--- src/design/swt_pkg.sv ---
// Purpose: shared constants for the stopwatch timer block
// Assumes: 100 MHz system clock, 8-bit register port
// Notes: offsets are byte addresses of the register port
package swt_pkg;
	localparam logic [23:0] ADDR_PRIORITY = 24'h00FF20;
	localparam logic [23:0] ADDR_ENABLE = 24'h00FF22;
	localparam logic [23:0] ADDR_FACTOR = 24'h00FF24;
	localparam logic [23:0] ADDR_CONTROL = 24'h00FF42;
	localparam logic [23:0] ADDR_COUNT = 24'h00FF43;
	localparam logic [23:0] ADDR_IRQ_STATUS = 24'h00FF50;
	localparam logic [23:0] ADDR_IRQ_ENABLE = 24'h00FF51;
	localparam logic [23:0] ADDR_IRQ_CLEAR = 24'h00FF52;
	localparam int RUN_POS = 0;
	localparam int CLEAR_POS = 1;
	localparam int PRIO_LO_POS = 2;
	localparam int ONE_HZ_POS = 4;
	localparam int TEN_HZ_POS = 5;
	localparam int HUNDRED_HZ_POS = 6;
	localparam logic [7:0] RESET_BYTE = 8'h00;
	localparam logic [1:0] PRIO_RESET = 2'h0;
	localparam logic [2:0] EVENTS_NONE = 3'h0;
	localparam logic [3:0] DIGIT_MAX = 4'h9;
	localparam int CLOCK_HZ = 100000000;
	localparam int TICK_HZ = 256;
	localparam int TICK_CYCLES = CLOCK_HZ / TICK_HZ;
	localparam int DIV_WIDTH = 19;
	localparam logic [7:0] FRAC_STEP = 8'h64;
endpackage : swt_pkg

--- src/design/swt_tick_if.sv ---
// Purpose: carries the 256 Hz tick between divider and core
// Assumes: single clock domain
// Notes: tick is a one-cycle enable pulse
`timescale 1ns/10ps
interface swt_tick_if;
	logic tick;
	modport source (output tick);
	modport sink (input tick);
endinterface : swt_tick_if

--- src/design/swt_stopwatch.sv ---
// Purpose: two-digit bcd stopwatch with 100/10/1 Hz event flags
// Assumes: 8-bit register port, read data one cycle after read strobe
// Notes: 100 Hz steps derived from the 256 Hz tick by fraction accumulation
// Functional notes
// - run bit D0 gates counting, resets 0
// - writing 1 to D1 clears count
// - enable bits D6/D5/D4, reset disabled
// - event flags set regardless of enables
// - write 1 clears flag, reset 0
// - request only when flag and enable
// - priority field D3:D2, resets 00
// - stop takes effect at next 256 Hz tick
//
// The plain strobed port was chosen for this implementation.
`timescale 1ns/10ps
// tick spacing is a parameter only so a bench can shorten it; keep the default in silicon
module swt_stopwatch #(
	parameter int TICK_CYCLES = swt_pkg::TICK_CYCLES
) (
	input wire logic clock_i,
	input wire logic resetn_i,
	input wire logic [23:0] addr_i,
	input wire logic [7:0] wdata_i,
	input wire logic write_i,
	input wire logic read_i,
	output logic [7:0] rdata_o,
	output logic [1:0] sw_priority_o,
	output logic sw_request_o,
	output logic irq_o
);
	swt_tick_if tick_bus ();

	swt_tick_div #(
		.TICK_CYCLES(TICK_CYCLES)
	) u_div (
		.clock_i(clock_i),
		.resetn_i(resetn_i),
		.tick_if(tick_bus)
	);

	logic run_stop_bit_reg;
	logic run_stop_bit_next;
	logic run_live_reg;
	logic run_live_next;
	logic [1:0] prio_reg;
	logic [1:0] prio_next;
	logic [2:0] enable_reg;
	logic [2:0] enable_next;
	logic [2:0] flag_reg;
	logic [2:0] flag_next;
	logic [3:0] tenths_reg;
	logic [3:0] tenths_next;
	logic [3:0] hundredths_reg;
	logic [3:0] hundredths_next;
	logic [7:0] frac_reg;
	logic [7:0] frac_next;
	logic [2:0] status_reg;
	logic [2:0] status_next;
	logic [2:0] status_en_reg;
	logic [2:0] status_en_next;
	logic [7:0] rdata_reg;
	logic [7:0] rdata_next;
	logic request_reg;
	logic request_next;
	logic irq_reg;
	logic irq_next;

	// events raised this cycle, order: 1 Hz, 10 Hz, 100 Hz in bits 0..2
	logic [2:0] events;
	logic [8:0] frac_sum;

	function automatic logic [2:0] pick3(input logic [7:0] b);
		pick3 = b[swt_pkg::HUNDRED_HZ_POS:swt_pkg::ONE_HZ_POS];
	endfunction : pick3

	function automatic logic [7:0] place3(input logic [2:0] v);
		place3 = {1'b0, v, 4'h0};
	endfunction : place3

	logic wr_control;
	logic wr_prio;
	logic wr_enable;
	logic wr_factor;
	logic wr_irq_en;
	logic wr_irq_clr;
	assign wr_control = write_i && addr_i == swt_pkg::ADDR_CONTROL;
	assign wr_prio = write_i && addr_i == swt_pkg::ADDR_PRIORITY;
	assign wr_enable = write_i && addr_i == swt_pkg::ADDR_ENABLE;
	assign wr_factor = write_i && addr_i == swt_pkg::ADDR_FACTOR;
	assign wr_irq_en = write_i && addr_i == swt_pkg::ADDR_IRQ_ENABLE;
	assign wr_irq_clr = write_i && addr_i == swt_pkg::ADDR_IRQ_CLEAR;

	// counting and control
	always_comb begin
		run_stop_bit_next = run_stop_bit_reg;
		run_live_next = run_live_reg;
		tenths_next = tenths_reg;
		hundredths_next = hundredths_reg;
		frac_next = frac_reg;
		events = swt_pkg::EVENTS_NONE;
		frac_sum = {1'b0, frac_reg} + {1'b0, swt_pkg::FRAC_STEP};
		if (wr_control) begin
			run_stop_bit_next = wdata_i[swt_pkg::RUN_POS];
		end
		if (tick_bus.tick) begin
			// stopping lags to the tick boundary so a last step may still land
			run_live_next = run_stop_bit_reg;
			if (run_live_reg) begin
				frac_next = frac_sum[7:0];
				// 100 of every 256 ticks advance the hundredths digit
				if (frac_sum[8]) begin
					events[2] = 1'b1;
					if (hundredths_reg == swt_pkg::DIGIT_MAX) begin
						hundredths_next = 4'h0;
						events[1] = 1'b1;
						if (tenths_reg == swt_pkg::DIGIT_MAX) begin
							tenths_next = 4'h0;
							events[0] = 1'b1;
						end else begin
							tenths_next = tenths_reg + 4'h1;
						end
					end else begin
						hundredths_next = hundredths_reg + 4'h1;
					end
				end
			end
		end
		if (wr_control && wdata_i[swt_pkg::CLEAR_POS]) begin
			tenths_next = 4'h0;
			hundredths_next = 4'h0;
			frac_next = 8'h00;
		end
	end

	always_ff @(posedge clock_i or negedge resetn_i) begin
		if (!resetn_i) begin
			run_stop_bit_reg <= 1'b0;
			run_live_reg <= 1'b0;
			tenths_reg <= 4'h0;
			hundredths_reg <= 4'h0;
			frac_reg <= 8'h00;
		end else begin
			run_stop_bit_reg <= run_stop_bit_next;
			run_live_reg <= run_live_next;
			tenths_reg <= tenths_next;
			hundredths_reg <= hundredths_next;
			frac_reg <= frac_next;
		end
	end

	// flags, enables, priority, interrupt
	always_comb begin
		prio_next = prio_reg;
		enable_next = enable_reg;
		flag_next = flag_reg;
		status_next = status_reg;
		status_en_next = status_en_reg;
		if (wr_prio) begin
			prio_next = wdata_i[swt_pkg::PRIO_LO_POS+1:swt_pkg::PRIO_LO_POS];
		end
		if (wr_enable) begin
			enable_next = pick3(wdata_i);
		end
		if (wr_factor) begin
			flag_next = flag_reg & ~pick3(wdata_i);
		end
		if (wr_irq_en) begin
			status_en_next = wdata_i[2:0];
		end
		if (wr_irq_clr) begin
			status_next = status_reg & ~wdata_i[2:0];
		end
		// set wins over a same-cycle clear
		flag_next = flag_next | events;
		status_next = status_next | events;
		request_next = |(flag_next & enable_next);
		irq_next = |(status_next & status_en_next);
	end

	always_ff @(posedge clock_i or negedge resetn_i) begin
		if (!resetn_i) begin
			prio_reg <= swt_pkg::PRIO_RESET;
			enable_reg <= swt_pkg::EVENTS_NONE;
			flag_reg <= swt_pkg::EVENTS_NONE;
			status_reg <= swt_pkg::EVENTS_NONE;
			status_en_reg <= swt_pkg::EVENTS_NONE;
			request_reg <= 1'b0;
			irq_reg <= 1'b0;
		end else begin
			prio_reg <= prio_next;
			enable_reg <= enable_next;
			flag_reg <= flag_next;
			status_reg <= status_next;
			status_en_reg <= status_en_next;
			request_reg <= request_next;
			irq_reg <= irq_next;
		end
	end

	// read port; clear register and the write-only bit read as zero
	always_comb begin
		rdata_next = swt_pkg::RESET_BYTE;
		if (read_i) begin
			unique case (addr_i)
				swt_pkg::ADDR_PRIORITY: rdata_next = {4'h0, prio_reg, 2'h0};
				swt_pkg::ADDR_ENABLE: rdata_next = place3(enable_reg);
				swt_pkg::ADDR_FACTOR: rdata_next = place3(flag_reg);
				swt_pkg::ADDR_CONTROL: rdata_next = {7'h00, run_stop_bit_reg};
				swt_pkg::ADDR_COUNT: rdata_next = {tenths_reg, hundredths_reg};
				swt_pkg::ADDR_IRQ_STATUS: rdata_next = {5'h00, status_reg};
				swt_pkg::ADDR_IRQ_ENABLE: rdata_next = {5'h00, status_en_reg};
				default: rdata_next = swt_pkg::RESET_BYTE;
			endcase
		end
	end

	always_ff @(posedge clock_i or negedge resetn_i) begin
		if (!resetn_i) begin
			rdata_reg <= swt_pkg::RESET_BYTE;
		end else begin
			rdata_reg <= rdata_next;
		end
	end

	assign rdata_o = rdata_reg;
	assign sw_priority_o = prio_reg;
	assign sw_request_o = request_reg;
	assign irq_o = irq_reg;
endmodule : swt_stopwatch

--- src/design/swt_tick_div.sv ---
// Purpose: divides the system clock to a 256 Hz enable pulse
// Assumes: clock_i at the package rate
// Notes: free running from reset
`timescale 1ns/10ps
module swt_tick_div #(
	parameter int TICK_CYCLES = swt_pkg::TICK_CYCLES
) (
	input wire logic clock_i,
	input wire logic resetn_i,
	swt_tick_if.source tick_if
);
	logic [swt_pkg::DIV_WIDTH-1:0] count_reg;
	logic [swt_pkg::DIV_WIDTH-1:0] count_next;
	logic tick_reg;
	logic tick_next;

	always_comb begin
		tick_next = 1'b0;
		count_next = count_reg + 1'b1;
		if (count_reg == swt_pkg::DIV_WIDTH'(TICK_CYCLES - 1)) begin
			count_next = '0;
			tick_next = 1'b1;
		end
	end

	always_ff @(posedge clock_i or negedge resetn_i) begin
		if (!resetn_i) begin
			count_reg <= '0;
			tick_reg <= 1'b0;
		end else begin
			count_reg <= count_next;
			tick_reg <= tick_next;
		end
	end

	assign tick_if.tick = tick_reg;
endmodule : swt_tick_div

--- config.mk ---
export PLATFORM = sky130hd
export DESIGN_NAME = swt_stopwatch
export DESIGN_NICKNAME = d
export VERILOG_FILES = /design/src/design/swt_pkg.sv /design/src/design/swt_tick_if.sv /design/src/design/swt_stopwatch.sv /design/src/design/swt_tick_div.sv
export SDC_FILE = /design/constraint.sdc
export NUM_CORES = 1
export LEC_CHECK = 0
export ABC_AREA = 1
export BUFFER_PORTS_ARGS = -buffer_cell sky130_fd_sc_hd__buf_2
export CAP_MARGIN = 40
export CORE_ASPECT_RATIO = 1.1
export CORE_MARGIN = 8
export CORE_UTILIZATION = 40
export DETAILED_ROUTE_END_ITERATION = 10
export PLACE_DENSITY_LB_ADDON = 0.08
export SLEW_MARGIN = 10
export SYNTH_ARGS = -nofsm -noshare
export SYNTH_HDL_FRONTEND = slang
export SYNTH_SLANG_ARGS = --single-unit
--- constraint.sdc ---
create_clock -name clock_i -period 1.4 [get_ports clock_i]
set_clock_uncertainty 0.05 [all_clocks]
set_input_delay 0.07 -clock clock_i [delete_from_list [all_inputs] [get_ports clock_i]]
set_output_delay 0.07 -clock clock_i [all_outputs]
set_load 0.03 [all_outputs]
==> reports/metrics.cfg, run 1 <==
[floorplanning]
initial_core_util=0.406
die_area_um2=11600
die-height_um=112
ios=48
core_area_um2=8280
std_cell_rows=35
die_w_um=103

[global_route]
busiest_layer=met2
grt_util_met3=0.0303
grt_pass1_wl_mm=14.1
grt.total_usage=0.153
antenna_found_initial=0
grt_max_degree=27
use_met1=0.169
grt_util_met2=0.274
grt_pass1_vias=3214
grt_remaining_overflow=0

[synthesis]
synth_top_family_by_area=simple AND/OR/NAND/NOR gates
synth_simple_gate_area_frac=0.341
synth_edf_count=0
syn_area_per_cell_um2=7.61
synth_nets=485
synth_compound_area_frac=0.0536
synth_area_um2=3360
synth.distinct_cells=33
muxShareOfSynthArea=0.00335
ys_seq_elements=60
synth_warnings=0
netlist_instances=442
synth-async-reset-ratio=1.00
yosys.area_share.xor_xnor=0.0391
synth_seq_area_share=0.446
synthFlopType=dfrtp_1
synthAdderAreaFrac=0.0260

[pwr]
comb_power_share=0.051
power.density_nw_per_um2=717
power_switching_share=0.217
seq_power_share=0.501
clock_power_share=0.448
p_sw_uw=749
p_leak_uw=0.00258
p_int_uw=2710
peakVddDrop_mv=0.426

[timing]
finalHoldViolations=0
drv_slew=0
tns_ns=-1.91
setup_viol=22
rsz0062_at_grt=true
max_freq_mhz=649
relSlewSlack=0.702
worst_slack_ns=-0.141
final.min_clock_period_ns=1.54
min_period_over_period=1.10
worst_pin_slew_ns=0.447

[cells_and_area]
layout_common_cells=nand2_1, buf_4, inv_1
final_common_cell=nand2_1
syn2layout_area_growth_pct=43.4
stdcell_count=691
post-route-util=0.583
drive_gt1_frac=0.357
largest_reg_flops=19
diodes=0
stdcell_area_um2=4820
nets=620

[setup_path]
worstPathRequired_ns=1.58
startpoint=u_div.count_reg[1]
critPathKind=reg2reg
r2r-start=u_div.count_reg[1]
cp_top_family=simple AND/OR/NAND/NOR gates
endpoint_kind=flop
max_stage_delay_ns=0.42
crit_chain=inv_2 -> ha_4 -> nand4_1 -> nor2_1 -> nand3_2 -> buf_4 -> nand3_1 -> inv_1
setup.worst_path.start_class=flop
path_max_fanout=4
worstPathArrival_ns=1.72
crit_slowest_cell=dfrtp_1
crit_buf_inv=3

[placed_design]
place_ws_ns=-0.217
hpwl_mm=6.45
port-buffer-count=46
dp_cells=659
place.gp.congestion=0.858
placed_area_um2=4240

[routing]
routedWlPerCell_um=12.5
drt_first_pass_iters=4
wl_mm=8.63
vias=3198
drc_errors=0
ant_nets=0
drt_iter0_drc=143
via_per_inst=4.63

[run_status]
run_status=finished with violations
violations=negative setup slack

[clock_tree]
cts_max_path_buffers=2
clockRootBuffer=clkbuf_8
clk_latency_ns=0.33
cts.sinks=60
cts_tree=built
htreeDepth=3
clk_pin_slew_ns=0.07
numCtsBuffers=9

[hold_path]
holdCritPathClass=in2reg
hold_start=wdata_i[4]

[flow_run]
cap_violations=0

## Yosys cell counts, types with 2 or more instances
| cell type | count | area share |
|---|---|---|
| a21oi_1 | 12 | 0.018 |
| dfrtp_1 | 60 | 0.45 |
| ha_1 | 7 | 0.026 |
| inv_1 | 71 | 0.079 |
| nand2_1 | 99 | 0.11 |
| nand2_2 | 6 | 0.011 |
| nand3_1 | 40 | 0.060 |
| nand3_4 | 2 | 0.010 |
| nand3b_1 | 4 | 0.0089 |
| nand4_1 | 16 | 0.030 |
| nor2_1 | 61 | 0.068 |
| nor2_2 | 9 | 0.017 |
| nor3_1 | 5 | 0.0074 |
| o21ai_0 | 18 | 0.027 |
| xnor2_1 | 3 | 0.0078 |
| xor2_1 | 12 | 0.031 |
## cell type report
cell class	count	area [um^2]
inverter	73	277
fill	728	3450
sequential	60	1510
clock buffer	12	155
multi-input combinational	306	1810
timing repair buffer	127	905
tap	111	139
clock inverter	2	35.0
## layer usage
| layer | up-vias | share of wire |
|---|---|---|
| met4 | 0 | 0.011 |
| met2 | 57 | 0.51 |
| met3 | 7 | 0.055 |
| li1 | 1667 | - |
| met1 | 1467 | 0.42 |
| met5 | - | 0 |
## repair_timing
| item | 4_1_cts | 5_1_grt |
|---|---|---|
| hold endpoints to repair | 64 | 0 |
| endpoints found under the setup margin | 30 | 33 |
| gates resized for setup | 29 | 41 |
| hold buffers | 4 | 0 |
| buffers inserted | 9 | 7 |
| pin swaps | 16 | 23 |
## path summary, 6_finish.rpt
kind / to / slack [ns] / cells after the start
worst min-delay path: enable_reg[0] / 0.01 / 3
min in group asynchronous: run_live_reg / 0.16 / 2
worst max register to register: u_div.count_reg[13] / -0.14 / 8
worst max-delay path: u_div.count_reg[13] / -0.14 / 8
max in group asynchronous: u_div.count_reg[3] / 0.64 / 3
worst min register to register: sw_priority_o[1] / 0.46 / 2
## power groups by stage
stage | clock, uW | sequential, uW | combinational [uW]
floorplan | 0 | 1770 | 43.7
global placement | 0 | 1770 | 167
detailed placement | 0 | 1770 | 171
CTS | 1600 | 1730 | 180
global route | 1680 | 1730 | 198
finish | 1550 | 1730 | 175
## stage by stage
step                      power (uW)  hold WS (ns)
after CTS                       3510       0.00107
final                           3460        0.0115
after floorplan                 1810        -0.276
after detailed placement        1940      -0.00840
after global routing            3610        0.0251
after global placement          1930       -0.0119
## tightest hold or removal path: stages
cell and delay [ns]:
buf_2 0.10, inv_1 0.04, o21ai_0 0.12
## kinds of logic after synthesis
group | count (synthesis)
flops | 60
fa+ha+maj | 7
xor+xnor | 15
buf+inv | 76
compound gates | 34
simple gates | 249
mux | 1
Power figures use the tool's default switching activity.
==> run 2: changes to the inputs <==
--- a/config.mk
+++ b/config.mk
@@ -13,6 +13,7 @@
 export CORE_UTILIZATION = 40
 export DETAILED_ROUTE_END_ITERATION = 10
 export PLACE_DENSITY_LB_ADDON = 0.08
+export RECOVER_POWER = 100
 export SLEW_MARGIN = 10
 export SYNTH_ARGS = -nofsm -noshare
 export SYNTH_HDL_FRONTEND = slang
==> run 2 against run 1 <==
Net effect:
- the flow still finishes with violations (negative setup slack)
- global-route usage unchanged
- total power is 0.36% lower
- clock power is essentially flat
- non-clock buffer count did not move
- clock-buffer cell count is the same
- flip-flop and latch count unchanged
- sequential share of layout area increased by 0.44 points
- register-to-register slack about the same
- critical path type unchanged
- largest cell class unchanged
==> reports/metrics.cfg, run 2 (synthesis gave the netlist of run 1 again) <==
[run_status]
run_status=finished with violations
violations=negative setup slack

[routing]
via_per_inst=4.66  ; +0.59%
ant_nets=0  ; unchanged
wl_mm=8.64  ; +0.12%
wl_met3_um=481  ; +0.84%
top_layer=met4
drc_errors=0  ; unchanged
route.met2.wl_mm=4.41  ; -0.20%
drt_first_pass_iters=4  ; unchanged
drt_iter0_drc=160  ; +12%
vias=3217  ; +0.59%
routedWlPerCell_um=12.5  ; +0.12%
wl_met1_mm=3.65  ; +0.39%

[setup_path]
path_max_fanout=4  ; unchanged
setup.worst_path.start_class=flop
worstPathArrival_ns=1.72  ; about the same
worstPathRequired_ns=1.58  ; about the same
r2r_setup_slack_ns=-0.14  ; about the same
critPathKind=reg2reg
endpoint_kind=flop

[timing]
final.min_clock_period_ns=1.54  ; -0.000154 ns
hold-worst-slack_ns=0.0156  ; +0.00410 ns
rsz0062_at_grt=true
worst_pin_slew_ns=0.944  ; +0.497 ns
tns_ns=-1.92  ; -0.00990 ns
drv_slew=0  ; unchanged
max_freq_mhz=649  ; about the same
relSlewSlack=0.371  ; -0.331
min_period_over_period=1.10  ; about the same
worst_slack_ns=-0.141  ; +0.000154 ns
finalHoldViolations=0  ; unchanged
setup_viol=22  ; unchanged

[cells_and_area]
drive_gt1_frac=0.324  ; -0.0328
post-route-util=0.575  ; -0.00801
final_common_cell=nand2_1
diodes=0  ; unchanged
largest_reg_flops=19  ; unchanged
stdcell_count=691  ; unchanged
syn2layout_area_growth_pct=41.4
layout_common_cells=nand2_1, buf_4, inv_1
nets=620  ; unchanged

[floorplanning]
die_w_um=103  ; unchanged
initial_core_util=0.406  ; unchanged
std_cell_rows=35  ; unchanged
core_area_um2=8280  ; unchanged
ios=48  ; unchanged
die_area_um2=11600  ; unchanged
die-height_um=112  ; unchanged

[placed_design]
port-buffer-count=46  ; unchanged
dp_cells=659  ; unchanged
place.gp.congestion=0.858  ; unchanged
hpwl_mm=6.45  ; unchanged

[pwr]
peakVddDrop_mv=0.426  ; about the same
p_leak_uw=0.00251  ; -2.7%
power.density_nw_per_um2=724  ; +1.0%

[global_route]
grt.total_usage=0.153  ; unchanged
grt_pass1_vias=3214  ; unchanged
grt_remaining_overflow=0  ; unchanged
grt_max_degree=27  ; unchanged
grt_pass1_wl_mm=14.1  ; unchanged
antenna_found_initial=0  ; unchanged

[clock_tree]
clk_latency_ns=0.33  ; about the same
htreeDepth=3  ; unchanged
cts_tree=built
cts.sinks=60  ; unchanged
cts_max_path_buffers=2  ; unchanged
clockRootBuffer=clkbuf_8
clk_pin_slew_ns=0.07  ; about the same
numCtsBuffers=9  ; unchanged

[hold_path]
holdCritPathClass=in2reg

[flow_run]
cap_violations=0  ; unchanged

==> run 2: changes by cell type in the layout (fill, tap and decap cells not counted), moves of 2 or more <==
cell,before,now
buf_2,46,33
clkbuf_1,1,15
buf_12,3,1
buf_4,69,67
nor2_2,11,8
nor2_1,51,54
==> run 2: layer usage <==
metal | vias up | track usage
met5 | - | 0
met4 | 0 | 0.0599
met3 | 7 | 0.0303
met2 | 54 | 0.274
met1 | 1489 | 0.169
li1 | 1667 | -
==> run 2: what timing repair did <==
action,CTS,global route
resized for setup,29,41
hold buffers,4,0
endpoints found under the setup margin,30,33
buffers inserted,9,7
hold endpoints to repair,64,0
pin swaps,16,23
==> run 2: area by class of cell <==
class	instances	area (um^2)
Clock buffer	12	155
Inverter	73	277
Tap cell	111	139
Clock inverter	2	35.0
Fill cell	744	3520
Timing Repair Buffer	127	861
Sequential cell	60	1510
Multi-Input combinational cell	306	1780
==> run 2: where the power goes <==
part | switching [uW] | internal (uW)
logic | 95.7 | 69.3
clock network | 648 | 898
registers | 0.000924 | 1730
total | 744 | 2700
==> run 2: worst max-delay path, cell delays in order, from the launching register on <==
cell and delay, ns:
dfrtp_1 0.42, inv_2 0.12, ha_4 0.13, nand4_1 0.10, nor2_1 0.16, nand3_2 0.17, buf_4 0.17, nand3_1 0.07
inv_1 0.04
==> run 2: final timing paths <==
check / end / startpoint / cells past startpoint
worst max-delay path: u_div.count_reg[13] / u_div.count_reg[1] / 8
worst min-delay path: enable_reg[0] / wdata_i[4] / 3
worst max register to register: u_div.count_reg[13] / u_div.count_reg[1] / 8
worst min register to register: sw_priority_o[0] / sw_priority_o[0] / 2
max in group asynchronous: u_div.count_reg[0] / resetn_i / 3
min in group asynchronous: status_en_reg[1] / resetn_i / 2
==> run 2: through the flow <==
stage	total power (uW)	worst slack (ns)	area (um^2)
finish	3440	-0.141	4760
global route	3590	-0.240	4760
CTS	3510	-0.181	4640
detailed placement	1940	-0.217	4240
global placement	1930	-0.149	4240
floorplan	1810	-0.103	3390
